File: src/ipais_pkg.sv
// Constants shared by the port address decoder, its register slave and the
// interrupt router: bus widths, register offsets, field positions, reset values.
// Assumes a 10-bit host I/O address and four ports of eight registers each.
package ipais_pkg;

  // ************************************************************************
  // Host bus and card geometry.
  // ************************************************************************
  localparam int ADDR_W = 10;
  localparam int SW_W = 7;
  localparam int NPORT = 4;
  localparam int REG_SEL_W = 3;
  localparam int IRQ_W = 16;
  localparam int SEL_W = 4;

  // ************************************************************************
  // Legal base address window for the configuring party.
  // ************************************************************************
  localparam logic [ADDR_W-1:0] AT_MIN = 10'h100;
  localparam logic [ADDR_W-1:0] XT_MIN = 10'h200;
  localparam logic [ADDR_W-1:0] DISK_LO = 10'h1f0;
  localparam logic [ADDR_W-1:0] DISK_HI = 10'h1f8;
  localparam logic [ADDR_W-1:0] CARD_LAST = 10'h01f;

  // ************************************************************************
  // Interrupt level codes held in the routing register.
  // ************************************************************************
  localparam logic [SEL_W-1:0] IRQ_LOW_MIN = 4'h2;
  localparam logic [SEL_W-1:0] IRQ_LOW_MAX = 4'h7;
  localparam logic [SEL_W-1:0] IRQ_HIGH_MIN = 4'ha;
  localparam logic [SEL_W-1:0] IRQ_HIGH_MAX = 4'hf;
  localparam logic [SEL_W-1:0] IRQ_RESERVED = 4'hd;

  // ************************************************************************
  // Register slave layout.
  // ************************************************************************
  localparam int AXI_AW = 8;
  localparam logic [AXI_AW-1:0] OFF_ROUTE = 8'h00;
  localparam logic [AXI_AW-1:0] OFF_STATUS = 8'h04;
  localparam logic [AXI_AW-1:0] OFF_MASK = 8'h08;
  localparam logic [AXI_AW-1:0] OFF_INFO = 8'h0c;
  localparam int EV_W = 5;
  localparam int EV_BASE_BAD = 4;
  localparam int INFO_WIDE = 7;
  localparam int INFO_REQ = 8;
  localparam int INFO_LEGAL = 12;
  localparam logic [NPORT*SEL_W-1:0] ROUTE_RST = 16'h0000;
  localparam logic [EV_W-1:0] MASK_RST = 5'h00;
  localparam logic [1:0] RESP_OKAY = 2'h0;
  localparam logic [1:0] RESP_SLVERR = 2'h2;

  // ************************************************************************
  // Pin synchroniser layout: address, enable, strobes, switches, slot, requests.
  // ************************************************************************
  localparam int SYNC_W = 25;
  localparam int SY_AEN = 10;
  localparam int SY_IOR = 11;
  localparam int SY_IOW = 12;
  localparam int SY_SW = 13;
  localparam int SY_WIDE = 20;
  localparam int SY_REQ = 21;
  localparam logic [SYNC_W-1:0] SYNC_RST = 25'h0001c00;
  localparam logic [1:0] SETTLE_DONE = 2'h3;

endpackage

File: src/ipais_route_if.sv
// Bundle between the decoder top and one interrupt router instance.
// Assumes the router is purely combinational and the top registers its result.
`timescale 1ns/1ps
interface ipais_route_if;
  import ipais_pkg::*;
  logic [SEL_W-1:0] sel;
  logic wide;
  logic req;
  logic [IRQ_W-1:0] lineLvl;
  logic [IRQ_W-1:0] lineDrv;
  modport src (output sel, output wide, output req, input lineLvl, input lineDrv);
  modport rtr (input sel, input wide, input req, output lineLvl, output lineDrv);
endinterface

File: src/ipais_irq_route.sv
// Steers one port's interrupt request onto the bus line its selection names.
// Assumes inputs are already synchronised; outputs are registered by the top.
`timescale 1ns/1ps
module ipais_irq_route (
  ipais_route_if.rtr rt
);
  import ipais_pkg::*;

  logic lowOk;
  logic highOk;

  // ************************************************************************
  // Level selection.
  // ************************************************************************
  // An illegal code routes nowhere, so a stray setting can never fight a line.
  always_comb begin
    lowOk = (rt.sel >= IRQ_LOW_MIN) && (rt.sel <= IRQ_LOW_MAX);
    highOk = rt.wide && (rt.sel >= IRQ_HIGH_MIN) && (rt.sel <= IRQ_HIGH_MAX)
             && (rt.sel != IRQ_RESERVED);
    rt.lineLvl = '0;
    rt.lineDrv = '0;
    if (lowOk || highOk) begin
      rt.lineDrv[rt.sel] = 1'b1;
      rt.lineLvl[rt.sel] = rt.req;
    end
  end

endmodule

File: src/isa_port_address_irq_select.sv
// Four-port card selection: base address compare, register select, IRQ routing,
// with an AXI4-Lite register slave for routing, events and status.
// Assumes host bus pins are asynchronous to clk and are settled for several cycles.
`timescale 1ns/1ps

// Overview of operation
// - Match A9..A3 against switch-set base
// - Low three address bits pick register
// - Each port drives one chosen level
// - Narrow slot disables levels ten to fifteen
// - Ports may share one request line
module isa_port_address_irq_select (
  input wire logic clk,
  input wire logic rst,
  input wire logic [ipais_pkg::AXI_AW-1:0] awaddr,
  input wire logic awvalid,
  output logic awready,
  input wire logic [31:0] wdata,
  input wire logic [3:0] wstrb,
  input wire logic wvalid,
  output logic wready,
  output logic [1:0] bresp,
  output logic bvalid,
  input wire logic bready,
  input wire logic [ipais_pkg::AXI_AW-1:0] araddr,
  input wire logic arvalid,
  output logic arready,
  output logic [31:0] rdata,
  output logic [1:0] rresp,
  output logic rvalid,
  input wire logic rready,
  input wire logic [ipais_pkg::ADDR_W-1:0] isaAddr,
  input wire logic isaAen,
  input wire logic isaIorN,
  input wire logic isaIowN,
  input wire logic [ipais_pkg::SW_W-1:0] baseSwitch,
  input wire logic slotWide,
  input wire logic [ipais_pkg::NPORT-1:0] portReq,
  output logic [ipais_pkg::NPORT-1:0] portSel,
  output logic [ipais_pkg::REG_SEL_W-1:0] regSel,
  output logic dataOe,
  output logic [ipais_pkg::IRQ_W-1:0] isaIrqLvl,
  output logic [ipais_pkg::IRQ_W-1:0] isaIrqOe,
  output logic irq
);
  import ipais_pkg::*;

  // ************************************************************************
  // Declarations.
  // ************************************************************************
  logic [SYNC_W-1:0] meta_ff;
  logic [SYNC_W-1:0] sync_ff;
  logic [ADDR_W-1:0] sAddr;
  logic [SW_W-1:0] sSw;
  logic [NPORT-1:0] sReq;
  logic sAen;
  logic sIor;
  logic sIow;
  logic sWide;
  logic [NPORT-1:0] portSel_ff, nxt_portSel;
  logic [REG_SEL_W-1:0] regSel_ff, nxt_regSel;
  logic dataOe_ff, nxt_dataOe;
  logic [IRQ_W-1:0] irqLvl_ff, nxt_irqLvl;
  logic [IRQ_W-1:0] irqOe_ff, nxt_irqOe;
  logic [IRQ_W-1:0] lvlArr [NPORT];
  logic [IRQ_W-1:0] drvArr [NPORT];
  logic [ADDR_W-1:0] baseAddr;
  logic baseBad;
  logic [1:0] settle_ff, nxt_settle;
  logic badPrev_ff, nxt_badPrev;
  logic [NPORT-1:0] reqPrev_ff, nxt_reqPrev;
  logic [EV_W-1:0] evSet;
  logic [NPORT*SEL_W-1:0] route_ff, nxt_route;
  logic [EV_W-1:0] status_ff, nxt_status;
  logic [EV_W-1:0] mask_ff, nxt_mask;
  logic irq_ff, nxt_irq;
  logic awReady_ff, nxt_awReady;
  logic wReady_ff, nxt_wReady;
  logic awHave_ff, nxt_awHave;
  logic wHave_ff, nxt_wHave;
  logic [AXI_AW-1:0] awAddr_ff, nxt_awAddr;
  logic [31:0] wData_ff, nxt_wData;
  logic [3:0] wStrb_ff, nxt_wStrb;
  logic bValid_ff, nxt_bValid;
  logic [1:0] bResp_ff, nxt_bResp;
  logic arReady_ff, nxt_arReady;
  logic rValid_ff, nxt_rValid;
  logic [31:0] rData_ff, nxt_rData;
  logic [1:0] rResp_ff, nxt_rResp;
  logic doWrite;
  logic [AXI_AW-1:0] wrWord;
  logic [AXI_AW-1:0] rdWord;

  // ************************************************************************
  // Pin synchronisers.
  // ************************************************************************
  // Strobes and the address enable reset to their idle level so that no
  // select or data drive can flicker out while the chain fills after reset.
  always_ff @(posedge clk or posedge rst) begin
    if (rst) begin
      meta_ff <= SYNC_RST;
      sync_ff <= SYNC_RST;
    end else begin
      meta_ff <= {portReq, slotWide, baseSwitch, isaIowN, isaIorN, isaAen, isaAddr};
      sync_ff <= meta_ff;
    end
  end

  assign sAddr = sync_ff[ADDR_W-1:0];
  assign sAen = sync_ff[SY_AEN];
  assign sIor = !sync_ff[SY_IOR];
  assign sIow = !sync_ff[SY_IOW];
  assign sSw = sync_ff[SY_SW +: SW_W];
  assign sWide = sync_ff[SY_WIDE];
  assign sReq = sync_ff[SY_REQ +: NPORT];

  // ************************************************************************
  // Address decode.
  // ************************************************************************
  // Port k answers at base plus 8k; a block that would wrap past the top of
  // the I/O space is simply not decoded rather than aliasing near zero.
  always_comb begin
    logic [SW_W:0] blk;
    blk = '0;
    nxt_portSel = '0;
    for (int k = 0; k < NPORT; k++) begin
      blk = {1'b0, sSw} + (SW_W+1)'(k);
      if (!sAen && !blk[SW_W] && (sAddr[ADDR_W-1:REG_SEL_W] == blk[SW_W-1:0])) begin
        nxt_portSel[k] = 1'b1;
      end
    end
    nxt_regSel = sAddr[REG_SEL_W-1:0];
    nxt_dataOe = (|nxt_portSel) && sIor && !sIow;
  end

  always_ff @(posedge clk or posedge rst) begin
    if (rst) begin
      portSel_ff <= '0;
      regSel_ff <= '0;
      dataOe_ff <= 1'b0;
    end else begin
      portSel_ff <= nxt_portSel;
      regSel_ff <= nxt_regSel;
      dataOe_ff <= nxt_dataOe;
    end
  end

  // ************************************************************************
  // Interrupt routing, one router per port.
  // ************************************************************************
  ipais_route_if rt [NPORT] ();

  for (genvar k = 0; k < NPORT; k++) begin : gPort
    assign rt[k].sel = route_ff[k*SEL_W +: SEL_W];
    assign rt[k].wide = sWide;
    assign rt[k].req = sReq[k];
    assign lvlArr[k] = rt[k].lineLvl;
    assign drvArr[k] = rt[k].lineDrv;
    ipais_irq_route uRoute (
      .rt(rt[k].rtr)
    );
  end

  // Ports on the same level are merged: the line is driven while any of them
  // claims it and is high while any of them requests.
  always_comb begin
    nxt_irqLvl = '0;
    nxt_irqOe = '0;
    for (int k = 0; k < NPORT; k++) begin
      nxt_irqLvl = nxt_irqLvl | lvlArr[k];
      nxt_irqOe = nxt_irqOe | drvArr[k];
    end
  end

  always_ff @(posedge clk or posedge rst) begin
    if (rst) begin
      irqLvl_ff <= '0;
      irqOe_ff <= '0;
    end else begin
      irqLvl_ff <= nxt_irqLvl;
      irqOe_ff <= nxt_irqOe;
    end
  end

  // ************************************************************************
  // Event detection.
  // ************************************************************************
  // The base check waits for the synchronisers to fill, otherwise the reset
  // image of the switches would raise a false alarm on every power-up.
  always_comb begin
    baseAddr = {sSw, {REG_SEL_W{1'b0}}};
    baseBad = (baseAddr < (sWide ? AT_MIN : XT_MIN))
              || ((baseAddr <= DISK_HI) && ((baseAddr + CARD_LAST) >= DISK_LO))
              || (baseAddr > ~CARD_LAST);
    nxt_settle = (settle_ff == SETTLE_DONE) ? settle_ff : settle_ff + 2'h1;
    nxt_badPrev = (settle_ff == SETTLE_DONE) ? baseBad : 1'b0;
    nxt_reqPrev = sReq;
    evSet = '0;
    evSet[NPORT-1:0] = sReq & ~reqPrev_ff;
    evSet[EV_BASE_BAD] = (settle_ff == SETTLE_DONE) && baseBad && !badPrev_ff;
  end

  always_ff @(posedge clk or posedge rst) begin
    if (rst) begin
      settle_ff <= '0;
      badPrev_ff <= 1'b0;
      reqPrev_ff <= '0;
    end else begin
      settle_ff <= nxt_settle;
      badPrev_ff <= nxt_badPrev;
      reqPrev_ff <= nxt_reqPrev;
    end
  end

  // ************************************************************************
  // AXI4-Lite write channel.
  // ************************************************************************
  // Address and data are caught independently; the write happens in the cycle
  // both are present, so either order works and one write is in flight at most.
  always_comb begin
    nxt_awHave = awHave_ff;
    nxt_wHave = wHave_ff;
    nxt_awAddr = awAddr_ff;
    nxt_wData = wData_ff;
    nxt_wStrb = wStrb_ff;
    nxt_bValid = bValid_ff;
    nxt_bResp = bResp_ff;
    if (awvalid && awReady_ff) begin
      nxt_awHave = 1'b1;
      nxt_awAddr = awaddr;
    end
    if (wvalid && wReady_ff) begin
      nxt_wHave = 1'b1;
      nxt_wData = wdata;
      nxt_wStrb = wstrb;
    end
    wrWord = {nxt_awAddr[AXI_AW-1:2], 2'h0};
    doWrite = nxt_awHave && nxt_wHave && !bValid_ff;
    if (bValid_ff && bready) begin
      nxt_bValid = 1'b0;
    end
    if (doWrite) begin
      nxt_awHave = 1'b0;
      nxt_wHave = 1'b0;
      nxt_bValid = 1'b1;
      nxt_bResp = (wrWord == OFF_ROUTE || wrWord == OFF_STATUS || wrWord == OFF_MASK)
                  ? RESP_OKAY : RESP_SLVERR;
    end
    nxt_awReady = !nxt_awHave && !nxt_bValid;
    nxt_wReady = !nxt_wHave && !nxt_bValid;
  end

  always_ff @(posedge clk or posedge rst) begin
    if (rst) begin
      awHave_ff <= 1'b0;
      wHave_ff <= 1'b0;
      awAddr_ff <= '0;
      wData_ff <= '0;
      wStrb_ff <= '0;
      bValid_ff <= 1'b0;
      bResp_ff <= RESP_OKAY;
      awReady_ff <= 1'b1;
      wReady_ff <= 1'b1;
    end else begin
      awHave_ff <= nxt_awHave;
      wHave_ff <= nxt_wHave;
      awAddr_ff <= nxt_awAddr;
      wData_ff <= nxt_wData;
      wStrb_ff <= nxt_wStrb;
      bValid_ff <= nxt_bValid;
      bResp_ff <= nxt_bResp;
      awReady_ff <= nxt_awReady;
      wReady_ff <= nxt_wReady;
    end
  end

  // ************************************************************************
  // Register file and interrupt output.
  // ************************************************************************
  // A new event in the same cycle as its write-one clear stays set.
  always_comb begin
    nxt_route = route_ff;
    nxt_mask = mask_ff;
    nxt_status = status_ff;
    if (doWrite && wrWord == OFF_ROUTE) begin
      if (nxt_wStrb[0]) begin
        nxt_route[7:0] = nxt_wData[7:0];
      end
      if (nxt_wStrb[1]) begin
        nxt_route[15:8] = nxt_wData[15:8];
      end
    end
    if (doWrite && wrWord == OFF_MASK && nxt_wStrb[0]) begin
      nxt_mask = nxt_wData[EV_W-1:0];
    end
    if (doWrite && wrWord == OFF_STATUS && nxt_wStrb[0]) begin
      nxt_status = status_ff & ~nxt_wData[EV_W-1:0];
    end
    nxt_status = nxt_status | evSet;
    nxt_irq = |(nxt_status & nxt_mask);
  end

  always_ff @(posedge clk or posedge rst) begin
    if (rst) begin
      route_ff <= ROUTE_RST;
      mask_ff <= MASK_RST;
      status_ff <= '0;
      irq_ff <= 1'b0;
    end else begin
      route_ff <= nxt_route;
      mask_ff <= nxt_mask;
      status_ff <= nxt_status;
      irq_ff <= nxt_irq;
    end
  end

  // ************************************************************************
  // AXI4-Lite read channel.
  // ************************************************************************
  // Data are captured at the address handshake, so a read shows the state of
  // that cycle even if the master is slow to accept it.
  always_comb begin
    nxt_rValid = rValid_ff;
    nxt_rData = rData_ff;
    nxt_rResp = rResp_ff;
    rdWord = {araddr[AXI_AW-1:2], 2'h0};
    if (rValid_ff && rready) begin
      nxt_rValid = 1'b0;
    end
    if (arvalid && arReady_ff) begin
      nxt_rValid = 1'b1;
      nxt_rData = '0;
      nxt_rResp = RESP_OKAY;
      unique case (rdWord)
        OFF_ROUTE: nxt_rData[NPORT*SEL_W-1:0] = route_ff;
        OFF_STATUS: nxt_rData[EV_W-1:0] = status_ff;
        OFF_MASK: nxt_rData[EV_W-1:0] = mask_ff;
        OFF_INFO: begin
          nxt_rData[SW_W-1:0] = sSw;
          nxt_rData[INFO_WIDE] = sWide;
          nxt_rData[INFO_REQ +: NPORT] = sReq;
          nxt_rData[INFO_LEGAL] = !baseBad;
        end
        default: nxt_rResp = RESP_SLVERR;
      endcase
    end
    nxt_arReady = !nxt_rValid;
  end

  always_ff @(posedge clk or posedge rst) begin
    if (rst) begin
      rValid_ff <= 1'b0;
      rData_ff <= '0;
      rResp_ff <= RESP_OKAY;
      arReady_ff <= 1'b1;
    end else begin
      rValid_ff <= nxt_rValid;
      rData_ff <= nxt_rData;
      rResp_ff <= nxt_rResp;
      arReady_ff <= nxt_arReady;
    end
  end

  // ************************************************************************
  // Outputs, each straight from a flip-flop.
  // ************************************************************************
  assign awready = awReady_ff;
  assign wready = wReady_ff;
  assign bvalid = bValid_ff;
  assign bresp = bResp_ff;
  assign arready = arReady_ff;
  assign rvalid = rValid_ff;
  assign rdata = rData_ff;
  assign rresp = rResp_ff;
  assign portSel = portSel_ff;
  assign regSel = regSel_ff;
  assign dataOe = dataOe_ff;
  assign isaIrqLvl = irqLvl_ff;
  assign isaIrqOe = irqOe_ff;
  assign irq = irq_ff;

endmodule

File: config.mk
export PLATFORM = sky130hd
export DESIGN_NAME = isa_port_address_irq_select
export DESIGN_NICKNAME = d
export VERILOG_FILES = /design/src/ipais_pkg.sv /design/src/ipais_route_if.sv /design/src/ipais_irq_route.sv /design/src/isa_port_address_irq_select.sv
export SDC_FILE = /design/constraint.sdc
export NUM_CORES = 1
export LEC_CHECK = 0
export BUFFER_PORTS_ARGS = -buffer_cell sky130_fd_sc_hd__buf_2
export CAP_MARGIN = 20
export CORE_MARGIN = 5
export CORE_UTILIZATION = 35
export CTS_BUF_LIST = sky130_fd_sc_hd__clkbuf_4
export CTS_CLUSTER_SIZE = 12
export DETAILED_ROUTE_END_ITERATION = 10
export GPL_TIMING_DRIVEN = 1
export PLACE_DENSITY_LB_ADDON = 0.3
export SETUP_SLACK_MARGIN = 0.2
export SLEW_MARGIN = 20
export SYNTH_ARGS = -nofsm -noshare
export SYNTH_HDL_FRONTEND = slang
export SYNTH_SLANG_ARGS = --single-unit
File: constraint.sdc
create_clock -name clk -period 15.85 [get_ports clk]
set_clock_uncertainty 0.1 [all_clocks]
set_input_delay 1.585 -clock clk [delete_from_list [all_inputs] [get_ports clk]]
set_output_delay 1.585 -clock clk [all_outputs]
set_load 0.01 [all_outputs]
==> results of run 1 <==
-- placed cells by master, fill, tap and decap left out, types with 10 or more instances in the layout --
cell,count
sky130_fd_sc_hd__a21oi_1,19
sky130_fd_sc_hd__a22oi_1,15
sky130_fd_sc_hd__buf_2,125
sky130_fd_sc_hd__clkbuf_4,17
sky130_fd_sc_hd__conb_1,28
sky130_fd_sc_hd__dfrtp_1,164
sky130_fd_sc_hd__inv_1,17
sky130_fd_sc_hd__mux2_2,29
sky130_fd_sc_hd__nand2_1,70
sky130_fd_sc_hd__nand3_1,43
sky130_fd_sc_hd__nand4_1,10
sky130_fd_sc_hd__nor2_1,35
sky130_fd_sc_hd__nor2b_1,20
sky130_fd_sc_hd__nor3_1,18
sky130_fd_sc_hd__o21ai_0,21
-- sequential cells by signal (all words and copies together), names as in the netlist, 5 cells and up --
signal and count:
isaIrqOe 16, sync_ff 25, isaIrqLvl 16, rdata 16, status_ff 5, route_ff 16, meta_ff 25, awAddr_ff 6
mask_ff 5, wData_ff 16
-- power by group through the flow --
stage | clock network, mW | registers (mW) | logic [mW]
after global routing | 0.275 | 0.611 | 0.308
after detailed placement | 0 | 0.608 | 0.278
final | 0.242 | 0.599 | 0.276
after CTS | 0.258 | 0.599 | 0.279
after global placement | 0 | 0.606 | 0.277
after floorplan | 0 | 0.577 | 0.212
-- how the worst max path moves through the flow --
stage,from,end,slack [ns]
floorplan,rst,awAddr_ff[2]$_DFF_PP0_,9.49
global placement,wvalid,route_ff[10]$_DFFE_PP0P_,11.65
detailed placement,wvalid,route_ff[8]$_DFFE_PP0P_,11.65
CTS,wvalid,route_ff[8]$_DFFE_PP0P_,12.29
global route,wvalid,route_ff[8]$_DFFE_PP0P_,12.11
finish,wvalid,route_ff[10]$_DFFE_PP0P_,12.29
-- layout make-up --
cell class	count	area [sq um]
well taps	275	344
inverters	19	76.3
clock inverters	15	141
repair buffers	127	641
diodes	2	5.00
multi-input cells	433	2820
clock buffers	17	128
fillers	2115	12500
flip-flops and latches	173	4340
-- cells by family (layout without fill, tap and decap cells) --
kind of cell,count (synthesis),after routing
adder cells (fa/ha/maj),6,6
AND/OR/NAND/NOR,237,237
flip-flops,173,173
XOR/XNOR,16,16
AO/OA/AOI/OAI,106,106
buffers and inverters,71,178
multiplexers,40,40
other,1,30
-- routing by layer --
metal / vias up / routed length [um] / global-route usage
li1: 2484 / - / -
met1: 2537 / 7530 / 0.195
met2: 167 / 8270 / 0.229
met3: 26 / 1160 / 0.0431
met4: 0 / 305 / 0.0421
met5: - / 0 / 0
==> results.txt, run 1 <==
The switching power total was 0.407 mW. The worst path buffer plus inverter count came out at 1. The ratio of cells with drive above 1 in the final layout was 0.282. The number of antenna violations at the first check in global routing was 1; the overall track demand over capacity in global routing was 0.145. The finished cells cover 8490 sq um. The first routing iteration left 244 violations. The first-pass GRT wire length is 27800 um, and the time the worst path needs with I/O delays and setup is 3.56 ns. Walking the worst path, the cells encountered are buf_2, and2_1, nor2_1, nor3_1, and4b_1, mux2_2. Data on the critical path arrives at its endpoint at 3.92 ns.

The hold path startpoint is meta_ff[9]$_DFF_PP0_. In this run the critical register-to-register path is captured at route_ff[10]$_DFFE_PP0P_. The worst slew margin relative to its limit is 0.366, and the portion of netlist area occupied by mux cells is 0.0677. Fraction of power spent switching nets: 0.364. The run gives 0.354 as the initial standard-cell utilization of the core.

The combinational family with the most area after synthesis is simple AND/OR/NAND/NOR gates. For the sequential power share, the log shows 0.536. The synthesized design contains 173 register bits. In the synthesized netlist, the cells that appear most often are 164 x sky130_fd_sc_hd__dfrtp_1, 70 x sky130_fd_sc_hd__nand2_1, 43 x sky130_fd_sc_hd__nand3_1.

Async set-reset flop share out of synthesis: 1.00. The XOR/XNOR share of the synthesized area was 0.0209; the post-route setup TNS was 0 ns. TritonCTS built the clock tree. Yosys mapped a number of flops with a built-in enable equal to 0. Cell internal power was estimated by the tool at 0.711 mW. The pre-antenna-repair detailed-routing pass consisted of 5 iterations.

Leaving out filler cells and counting taps, the final layout contains 1061. The part of the cycle the worst path needs was 0.225; the number of remaining DRC errors was 0. The largest total area in the synthesized netlist belongs to sky130_fd_sc_hd__dfrtp_1.

The adder-cell share of the synthesized area was 0.0101; the total power was 1.12 mW. The die width is 156 um, and the maximum net fanout on the critical path is 19. No sink is reached through more buffers than the 2 on the longest clock path. The worst setup path is launched from a primary input. Most used flip-flop cell after synthesis: sky130_fd_sc_hd__dfrtp_1. The number of library cell types mapped by synthesis is 73.

CTS built an H-tree with a depth of 4. The kind of cell with the highest combined delay on the critical path is simple AND/OR/NAND/NOR gates. The height of the die was 156 um.

The average wire per cell in the routed design is 16.3 um. The number of vias per cell after detailed routing was 4.91. Achievable frequency: 281 MHz.

Post-cts repair resize count: 0. The share of synthesized cell area in and, or, nand and nor gates is 0.163, and the per-instance average area after synthesis is 11.4 sq um. The run gives 0.952 as the routability congestion estimate. The count of input and output buffers was 125; the setup fix buffers added after clock tree synthesis was 0. The tools report the part of the power in the clock network as 0.217. In this run the number of cells on the critical path is 6.

The number of instances in the synthesized netlist was 650; the insertion delay to the later sink of the worst-skew pair was 0.56 ns. Wires add up to 17300 um. The worst path meets setup with 12.29 ns of slack. The type of the setup path with the least slack was in -> reg.

Across the VDD grid, the largest voltage drop is 52.3 uV. The endpoint required time on the critical path is 16.20 ns. The stage delay of the slowest cell on the critical path is 0.75 ns, and the max-cap violation count is 0. The tools report the launch point of the worst reg-to-reg path as wready$_DFF_PP1_. The final-report max-slew violation count was 0.

Cell with the most instances after synthesis: sky130_fd_sc_hd__dfrtp_1. The power density relative to cell area is 132 nW/um^2. Setup repair after global routing left no endpoint under its margin. The full die area came out at 24200 sq um. The minimum setup slack after placement was 11.65 ns; the clock edge transition at the registers on the reported setup and hold paths was 0.16 ns. Setup slack on the worst reg-to-reg path comes out at 12.84 ns. Sorting the synthesized cells by area gives the leading types as sky130_fd_sc_hd__dfrtp_1 55%, sky130_fd_sc_hd__mux2_2 4.4%, sky130_fd_sc_hd__nand2_1 3.5%. The tools report the boundary pin count as 166. The number of hold buffers added after CTS is 0, and the area share of the largest cell type after synthesis is 0.554. Buffers inserted during clock tree synthesis total 17.

Along the worst hold path, the cell count comes to 0. In the final design database the tool counted 861 nets. The tightest min-delay check is of the reg -> reg type.

The run gives 99 as the largest net degree at the start of global routing. The placed cell area came out at 8220 sq um. The tools report the capturing element type of the critical path as a flip-flop.

The share of synthesized area occupied by flip-flops and latches is 0.586. The number of placed instances, taps included, is 1027. The logs give 5214 for the overall via count from detail_route and 53 for the number of cell rows.

Hold is met by 0.247 ns. The area fraction in compound gates after synthesis was 0.103. Cell with the largest stage delay on the worst path: sky130_fd_sc_hd__and2_1. CTS placed an instance of sky130_fd_sc_hd__clkbuf_4 at the clock tree root.

The flow ran to the end, and the final reports show no timing, DRC or antenna violations. The logs give 0.247 for the combinational share of power and 12400 um for the total half-perimeter wirelength after legalization and detailed placement. Endpoint of the worst hold-timing path: sync_ff[9]$_DFF_PP0_. The analysis attributes to cell leakage a power of 3.94 nW.

For the number of hold-slack violations in the final timing report, the log shows 0. The slew at the pin closest to its max-slew limit works out to 0.951 ns. The final design utilization was 0.405; the total of endpoints with negative setup slack in the final report was 0. The via count of the first global-routing pass is 5241, and the post-synthesis cell area is 7410 sq um. The detail route stage leaves a number of antenna-violating nets equal to 0. The core region is 21000 sq um.

The area growth from synthesis to layout is 14.6%. Measured in cells, the most critical reg-to-reg path has a length of 5. The Yosys step of the flow raised 0 warnings. The total overflow left after global routing is 0. The clock drives 173 sinks.
No activity file was read; power rests on OpenSTA's default activity.
==> run 2: changes to the inputs <==
==> constraint.sdc (replaced) <==
create_clock -name clk -period 3.25 [get_ports clk]
set_clock_uncertainty 0.1 [all_clocks]
set_input_delay 0.325 -clock clk [delete_from_list [all_inputs] [get_ports clk]]
set_output_delay 0.325 -clock clk [all_outputs]
set_load 0.01 [all_outputs]
==> run 2 against run 1 <==
Sequential power rose to 4.9 times the previous value. Global-route usage rose by 0.66 points. Die area did not move. Via count rose by 4.4%. Clock power rose to 5.2 times the previous value. First-iteration DRC count rose by 52%. Worst setup slack got worse by 12 ns. Sequential cell count did not move. Critical path depth rose by 1. Non-clock buffer count rose by 56. Final cell count rose by 5.2%. Register-to-register slack got worse by 12 ns. Largest cell class unchanged.
==> results.txt, run 2 (same netlist as run 1, synthesis figures left out) <==
The run finished with clean final reports. Setup repair after global routing left no endpoint under its margin. The run gives 0.152 (was 0.145) as the overall track demand over capacity in global routing.

The tools report the number of hold-slack violations in the final timing report as 0 (unchanged). The maximum count of clock buffers along a single path was 2 (unchanged). The fraction of power spent switching nets is 0.349 (was 0.364). Commonest cells after routing, fill and taps aside: 164 x sky130_fd_sc_hd__dfrtp_1, 125 x sky130_fd_sc_hd__buf_2, 70 x sky130_fd_sc_hd__nand2_1 (unchanged). Clock edge transition at the registers on the reported setup and hold paths: 0.14 ns (was 0.16 ns). The minimum setup slack after placement was 0.723 ns (was 11.65 ns). For the largest net degree at the start of global routing, the log shows 148 (was 99). For the setup fix buffers added after clock tree synthesis, the log shows 0 (unchanged). The insertion delay to the later sink of the worst-skew pair is 0.55 ns (was 0.56 ns).

The cell with the largest stage delay on the worst path was sky130_fd_sc_hd__dfrtp_1 (was sky130_fd_sc_hd__and2_1). Die width: 156 um (unchanged). The tools report the post-route setup TNS as 0 ns (unchanged). The sequential power share was 0.524 (was 0.536); the part of the cycle the worst path needs was 0.800.

The run gives 2045 (was 2115) as the filler cell count in the final layout. The average wire per cell in the routed design is 16.1 um (was 16.3 um). The total length of routed wires was 18000 um (was 17300 um); the time the worst path needs with I/O delays and setup was 2.60 ns.

The count of H-tree levels built during CTS came out at 4 (unchanged). The final-layout worst hold slack was 0.0680 ns (was 0.247 ns). The initial standard-cell utilization of the core was 0.354 (unchanged). For the total overflow reported by the global router, the log shows 0 (unchanged). The height of the die is 156 um (unchanged). The clock sink total was 173 (unchanged).

The buffer cell driving the clock tree root was sky130_fd_sc_hd__clkbuf_4 (unchanged). The logs give 29400 um (was 27800 um) for the first-pass GRT wire length and 3.65 mW (was 0.711 mW) for the internal power. The run gives 2.97 ns (was 3.92 ns) as the signal arrival time at the worst endpoint. The kind of path behind the tightest hold check was in -> reg (was reg -> reg). The maximum net fanout on the critical path was 12 (was 19); the stage delay of the slowest cell on the critical path was 0.58 ns (was 0.75 ns).

The combinational share of power is 0.252 (was 0.247), and the first-pass iteration count of the detailed router is 9 (was 5). Post-route standard cell area excluding fillers: 9070 sq um (was 8490 sq um). For the core area, the log shows 21000 sq um (unchanged).

The type of the setup path with the least slack was reg -> reg (was in -> reg). Cells along the critical path: ha_1, a21oi_1, xnor2_1, nand3_1, a2111oi_0, o21ai_1, nand4_1 (was buf_2, and2_1, nor2_1, nor3_1, and4b_1, mux2_2). For the total power, the log shows 5.61 mW (was 1.12 mW). The worst slew margin relative to its limit was 0.436 (was 0.366). Largest registers ranked by flip-flop count: meta_ff: 25 flops, sync_ff: 25 flops (unchanged). The first-iteration detailed-routing DRC count came out at 372 (was 244). For the via count of the first global-routing pass, the log shows 5615 (was 5241). The final-report max-slew violation count was 0 (unchanged); the max-cap violation count was 0 (unchanged). For the worst-case vdd ir drop, the log shows 232 uV (was 52.3 uV). The boundary pin count came out at 166 (unchanged).

For the number of hold buffers added after CTS, the log shows 52 (was 0). The tools report the capturing element type of the critical path as a flip-flop (unchanged). The signed area change from the synthesized netlist to the final layout was 22.4% (was 14.6%); the number of vias per cell after detailed routing was 4.88 (was 4.91). The post-cts repair resize count is 0 (unchanged), and the count of input and output buffers is 125 (unchanged). For the total of endpoints with negative setup slack in the final report, the log shows 0 (unchanged). Leading cell type in the layout, fill and taps excluded: sky130_fd_sc_hd__dfrtp_1 (unchanged). The tools report the routability congestion estimate as 0.914 (was 0.952).

For the number of cell rows, the log shows 53 (unchanged). The run gives 2820 sq um (unchanged) as the area of combinational cells with multiple inputs. The kind of start point of the critical path was a flip-flop (was a primary input). The part of the power in the clock network was 0.224 (was 0.217); the leakage power was 4.19 nW (was 3.94 nW).

Slew at the pin closest to its max-slew limit: 0.845 ns (was 0.951 ns). The full die area is 24200 sq um (unchanged). The endpoint required time on the critical path is 3.62 ns (was 16.20 ns). The logs give 0.650 ns (was 12.29 ns) for the final setup slack of the worst path and 4340 sq um (unchanged) for the register area. The switching power total is 1.96 mW (was 0.407 mW). Power density relative to cell area: 618 nW/um^2 (was 132 nW/um^2). The total half-perimeter wirelength after legalization and detailed placement is 12400 um (about the same), and the number of buffers created by CTS is 17 (unchanged). The net count reported at finish is 917 (was 861), and the number of antenna-violating nets in the routed design is 0 (unchanged). TritonCTS built the clock tree. Placed cell area: 8260 sq um (was 8220 sq um). The number of antenna violations at the first check in global routing came out at 1 (unchanged). The achievable frequency is 385 MHz, and the overall via count from detail_route is 5443 (was 5214). The ratio of cells with drive above 1 in the final layout is 0.268 (was 0.282), and the number of remaining DRC errors is 0 (unchanged).
-- run 2: worst max-delay path: cells and delay by family (launching register included) --
family | cells | cell delay (ns)
adders and majority gates | 1 | 0.36
and+or+nand+nor | 2 | 0.25
xor gates and xnor gates | 1 | 0.18
DFF | 1 | 0.58
AOI/OAI and AO/OA | 3 | 1.06
-- run 2: power groups by stage --
stage | clock network, mW | logic, mW | registers [mW]
floorplan | 0 | 1.04 | 2.82
global placement | 0 | 1.34 | 2.97
detailed placement | 0 | 1.36 | 2.98
CTS | 1.32 | 1.42 | 2.93
global route | 1.41 | 1.58 | 2.99
finish | 1.26 | 1.41 | 2.94
-- run 2: area by class of cell --
type | instances | share of cell area
flip-flops and latches | 173 | 0.478
multi-input cells | 433 | 0.310
repair buffers | 183 | 0.133
well taps | 275 | 0.0379
clock inverters | 14 | 0.0175
clock buffers | 18 | 0.0149
inverters | 19 | 0.00827
diodes | 1 | 0.000276
-- run 2: per-layer routing --
metal  vias to the layer above  track usage  part of all wire
met2                       211        0.254              0.49
met4                         0       0.0563             0.023
met5                         -            0                 0
li1                       2602            -                 -
met3                        38       0.0337             0.060
met1                      2592        0.193              0.43
-- run 2: worst paths after layout --
check,startpoint,endpoint,slack [ns],cells after the start
min in group asynchronous,rst,sync_ff[1]$_DFF_PP0_,0.32,4
max in group asynchronous,rst,isaIrqLvl[0]$_DFF_PP0_,1.98,4
max,sync_ff[15]$_DFF_PP0_,irq$_DFF_PP0_,0.65,7
max reg2reg,sync_ff[15]$_DFF_PP0_,irq$_DFF_PP0_,0.65,7
min reg2reg,meta_ff[1]$_DFF_PP0_,sync_ff[1]$_DFF_PP0_,0.26,0
min,wstrb[0],wStrb_ff[0]$_DFF_PP0_,0.07,3
-- run 2: per-stage QoR --
| step | utilization | std cells |
|---|---|---|
| CTS | 0.433 | 1115 |
| floorplan | - | 677 |
| global route | 0.433 | 1116 |
| detailed placement | 0.394 | 1031 |
| finish | 0.433 | 1116 |
| global placement | 0.394 | 1031 |
==> run 3: changes to the inputs <==
==> constraint.sdc (replaced) <==
create_clock -name clk -period 2.4 [get_ports clk]
set_clock_uncertainty 0.1 [all_clocks]
set_input_delay 0.24 -clock clk [delete_from_list [all_inputs] [get_ports clk]]
set_output_delay 0.24 -clock clk [all_outputs]
set_load 0.01 [all_outputs]
==> run 3 against run 2 <==
Sequential share of layout area fell by 2.1 points. Sequential power rose by 34%. Highest routed layer unchanged. Combinational power rose by 57%. Largest cell class unchanged. Critical endpoint unchanged. Clock power rose by 44%. Global-route usage rose by 0.18 points.
==> results.txt, run 3 (same netlist as run 1, synthesis figures left out) <==
The tools report the end of the worst register-to-register path as irq$_DFF_PP0_ (unchanged). The tools report the part of the power in the clock network as 0.227 (was 0.224). The cell depth of the worst flop-to-flop path is 7 (unchanged). The run gives 320 uV (was 232 uV) as the worst-case vdd ir drop.

The fraction of power spent switching nets works out to 0.344 (was 0.349). The slew at the pin closest to its max-slew limit works out to 0.836 ns (was 0.845 ns). The tools report the beginning of the critical path as awaddr[4] (was sync_ff[15]$_DFF_PP0_). The worst path buffer plus inverter count was 3 (was 0). The stage delay of the slowest cell on the critical path is 0.53 ns (was 0.58 ns). The run finished with clean final reports. Net count reported at finish: 957 (was 917). For the number of antenna violations at the first check in global routing, the log shows 1 (unchanged). For the total overflow reported by the global router, the log shows 0 (unchanged). The endpoint of the worst hold-timing path is rdata[0]$_DFFE_PP0P_ (was wStrb_ff[0]$_DFF_PP0_).

The launch point of the worst reg-to-reg path was awready$_DFF_PP1_ (was sync_ff[15]$_DFF_PP0_). TritonCTS built the clock tree. Total length of routed wires: 18400 um (was 18000 um). The internal power came out at 5.22 mW (was 3.65 mW). The first-pass GRT wire length is 29300 um (was 29400 um).

The final-report max-slew violation count was 0 (unchanged). The leakage power is 4.39 nW (was 4.19 nW), and the number of vias per cell after detailed routing is 4.89 (was 4.88). The overall via count from detail_route was 5654 (was 5443).

The smallest clock period supported by the final layout is computed as 2.16 ns. Kind of start point of the critical path: a primary input (was a flip-flop). The clock edge transition at the registers on the reported setup and hold paths was 0.15 ns (was 0.14 ns). The number of hold-slack violations in the final timing report came out at 0 (unchanged). Kind of cell with the highest combined delay on the critical path: buffers and inverters (was compound AO/OA/AOI/OAI gates). The tools report the hold path startpoint as araddr[3] (was wstrb[0]). The ratio of cells with drive above 1 in the final layout came out at 0.300 (was 0.268). The logs give 2.76 ns (was 3.62 ns) for the endpoint required time on the critical path and 24200 sq um (unchanged) for the full die area. The signal arrival time at the worst endpoint is 2.52 ns (was 2.97 ns). The logs give 0.903 (was 0.914) for the routability congestion estimate and 463 MHz for the achievable frequency. The die width works out to 156 um (unchanged). The run gives 4 (unchanged) as the count of H-tree levels built during CTS. Commonest cells after routing, fill and taps aside: 158 x sky130_fd_sc_hd__dfrtp_1, 125 x sky130_fd_sc_hd__buf_2, 70 x sky130_fd_sc_hd__nand2_1 (was 164 x sky130_fd_sc_hd__dfrtp_1, 125 x sky130_fd_sc_hd__buf_2, 70 x sky130_fd_sc_hd__nand2_1). The depth of the worst hold-timing path was 4 (was 3). The buffer cell driving the clock tree root is sky130_fd_sc_hd__clkbuf_4 (unchanged). Cell with the largest stage delay on the worst path: sky130_fd_sc_hd__dlygate4sd3_1 (was sky130_fd_sc_hd__dfrtp_1). First-pass iteration count of the detailed router: 5 (was 9). The part of the cycle the worst path needs was 0.900. The height of the die was 156 um (unchanged); the maximum count of clock buffers along a single path was 2 (unchanged). The logs give 0.27 ns (was 0.65 ns) for the register-to-register path setup slack and 12800 um (was 12400 um) for the total half-perimeter wirelength after legalization and detailed placement. Post-layout instance count excluding filler cells: 1157 (was 1116). The initial standard-cell utilization of the core is 0.354 (unchanged), and the number of antenna-violating nets in the routed design is 0 (unchanged).

The max-cap violation count is 0 (unchanged), and the number of remaining DRC errors is 0 (unchanged). The average wire per cell in the routed design is 15.9 um (was 16.1 um), and the largest net degree at the start of global routing is 100 (was 148). The count of input and output buffers is 125 (unchanged), and the first-iteration detailed-routing DRC count is 417 (was 372). The tools report the capturing element type of the critical path as a flip-flop (unchanged). The tools report the overall track demand over capacity in global routing as 0.153 (was 0.152). Largest registers ranked by flip-flop count: meta_ff: 25 flops, sync_ff: 25 flops (unchanged). Setup repair after global routing could not meet its margin everywhere. The clock sink total is 173 (unchanged), and the final-layout worst hold slack is 0.0826 ns (was 0.0680 ns).

Via count of the first global-routing pass: 5474 (was 5615). The power density relative to cell area came out at 838 nW/um^2 (was 618 nW/um^2). The leading cell type in the layout, fill and taps excluded is sky130_fd_sc_hd__dfrtp_1 (unchanged). The boundary pin count was 166 (unchanged); the insertion delay to the later sink of the worst-skew pair was 0.57 ns (was 0.55 ns). The number of cell rows was 53 (unchanged); the core area was 21000 sq um (unchanged).

The switching power total was 2.74 mW (was 1.96 mW); the worst slew margin relative to its limit was 0.441 (was 0.436). Type of the setup path with the least slack: in -> reg (was reg -> reg). The maximum net fanout on the critical path came out at 5 (was 12). The cell count after placement is 1053 (was 1031).

Number of buffers created by CTS: 17 (unchanged). Cells along the critical path: dlygate4sd3_1, buf_2, nor4_2, nand2_4, a2111oi_4, buf_4, mux2_4, a22oi_2, nand4_1 (was ha_1, a21oi_1, xnor2_1, nand3_1, a2111oi_0, o21ai_1, nand4_1). The combinational share of power was 0.279 (was 0.252). The signed area change from the synthesized netlist to the final layout was 28.2% (was 22.4%); the total power was 7.96 mW (was 5.61 mW). The kind of path behind the tightest hold check is in -> reg (unchanged). The total of endpoints with negative setup slack in the final report is 0 (unchanged), and the sequential power share is 0.494 (was 0.524).
run 3: cell count changes in the layout (fill, tap and decap cells not counted), moves of 6 or more:
cell,change
sky130_fd_sc_hd__buf_4,+26
sky130_fd_sc_hd__dfrtp_1,-6
sky130_fd_sc_hd__dfrtp_2,+6
sky130_fd_sc_hd__dlygate4sd3_1,+13
run 3: how the worst max path moves through the flow:
stage / slack, ns / endpoint / depth (start not counted)
after global placement: 0.14 / irq$_DFF_PP0_ / 7
after global routing: 0.16 / irq$_DFF_PP0_ / 7
after CTS: 0.17 / irq$_DFF_PP0_ / 7
after floorplan: -0.14 / awAddr_ff[2]$_DFF_PP0_ / 1
final: 0.24 / irq$_DFF_PP0_ / 9
after detailed placement: 0.09 / irq$_DFF_PP0_ / 7
run 3: worst reg2reg max path: stages, from the launching register on:
cell	delay (ns)
sky130_fd_sc_hd__dfstp_2	0.60
sky130_fd_sc_hd__and2_4	0.17
sky130_fd_sc_hd__nand2_4	0.07
sky130_fd_sc_hd__a2111oi_4	0.30
sky130_fd_sc_hd__buf_4	0.21
sky130_fd_sc_hd__mux2_4	0.32
sky130_fd_sc_hd__a22oi_2	0.15
sky130_fd_sc_hd__nand4_1	0.10
run 3: cell type report:
| class | count | area (sq um) |
|---|---|---|
| multi-input cells | 433 | 2880 |
| diodes | 2 | 5.00 |
| flip-flops and latches | 173 | 4350 |
| well taps | 275 | 344 |
| fillers | 2041 | 11500 |
| repair buffers | 223 | 1540 |
| clock buffers | 17 | 128 |
| clock inverters | 15 | 185 |
| inverters | 19 | 75.1 |
run 3: power groups by stage:
stage / clock (mW) / sequential [mW] / combinational [mW]
detailed placement: 0 / 3.97 / 1.97
global placement: 0 / 3.96 / 1.94
global route: 2.01 / 4.00 / 2.43
floorplan: 0 / 3.81 / 1.40
CTS: 1.89 / 3.91 / 2.15
finish: 1.81 / 3.93 / 2.22
run 3: per-stage QoR:
step                       util  setup WS, ns  setup TNS, ns  instance area, sq um
after floorplan               -        -0.143         -23.51                  7520
after global placement    0.402         0.142              0                  8420
after detailed placement  0.402        0.0925              0                  8420
after CTS                 0.449         0.170              0                  9410
after global routing      0.453         0.165              0                  9500
final                     0.453         0.241              0                  9500
run 3: repair_timing:
item                                    4_1_cts  5_1_grt
gates resized for setup                       3       17
buffers inserted                              2        3
hold buffers                                 65        0
endpoints found under the setup margin        2       13
pin swaps                                     1        6
endpoints found under the hold margin       243        0
run 3: metal layers:
metal | up-vias | global-route usage | part of all wire
met5 | - | 0 | 0
met1 | 2734 | 0.201 | 0.42
met4 | 0 | 0.0421 | 0.017
met2 | 211 | 0.253 | 0.49
li1 | 2675 | - | -
met3 | 34 | 0.0420 | 0.072
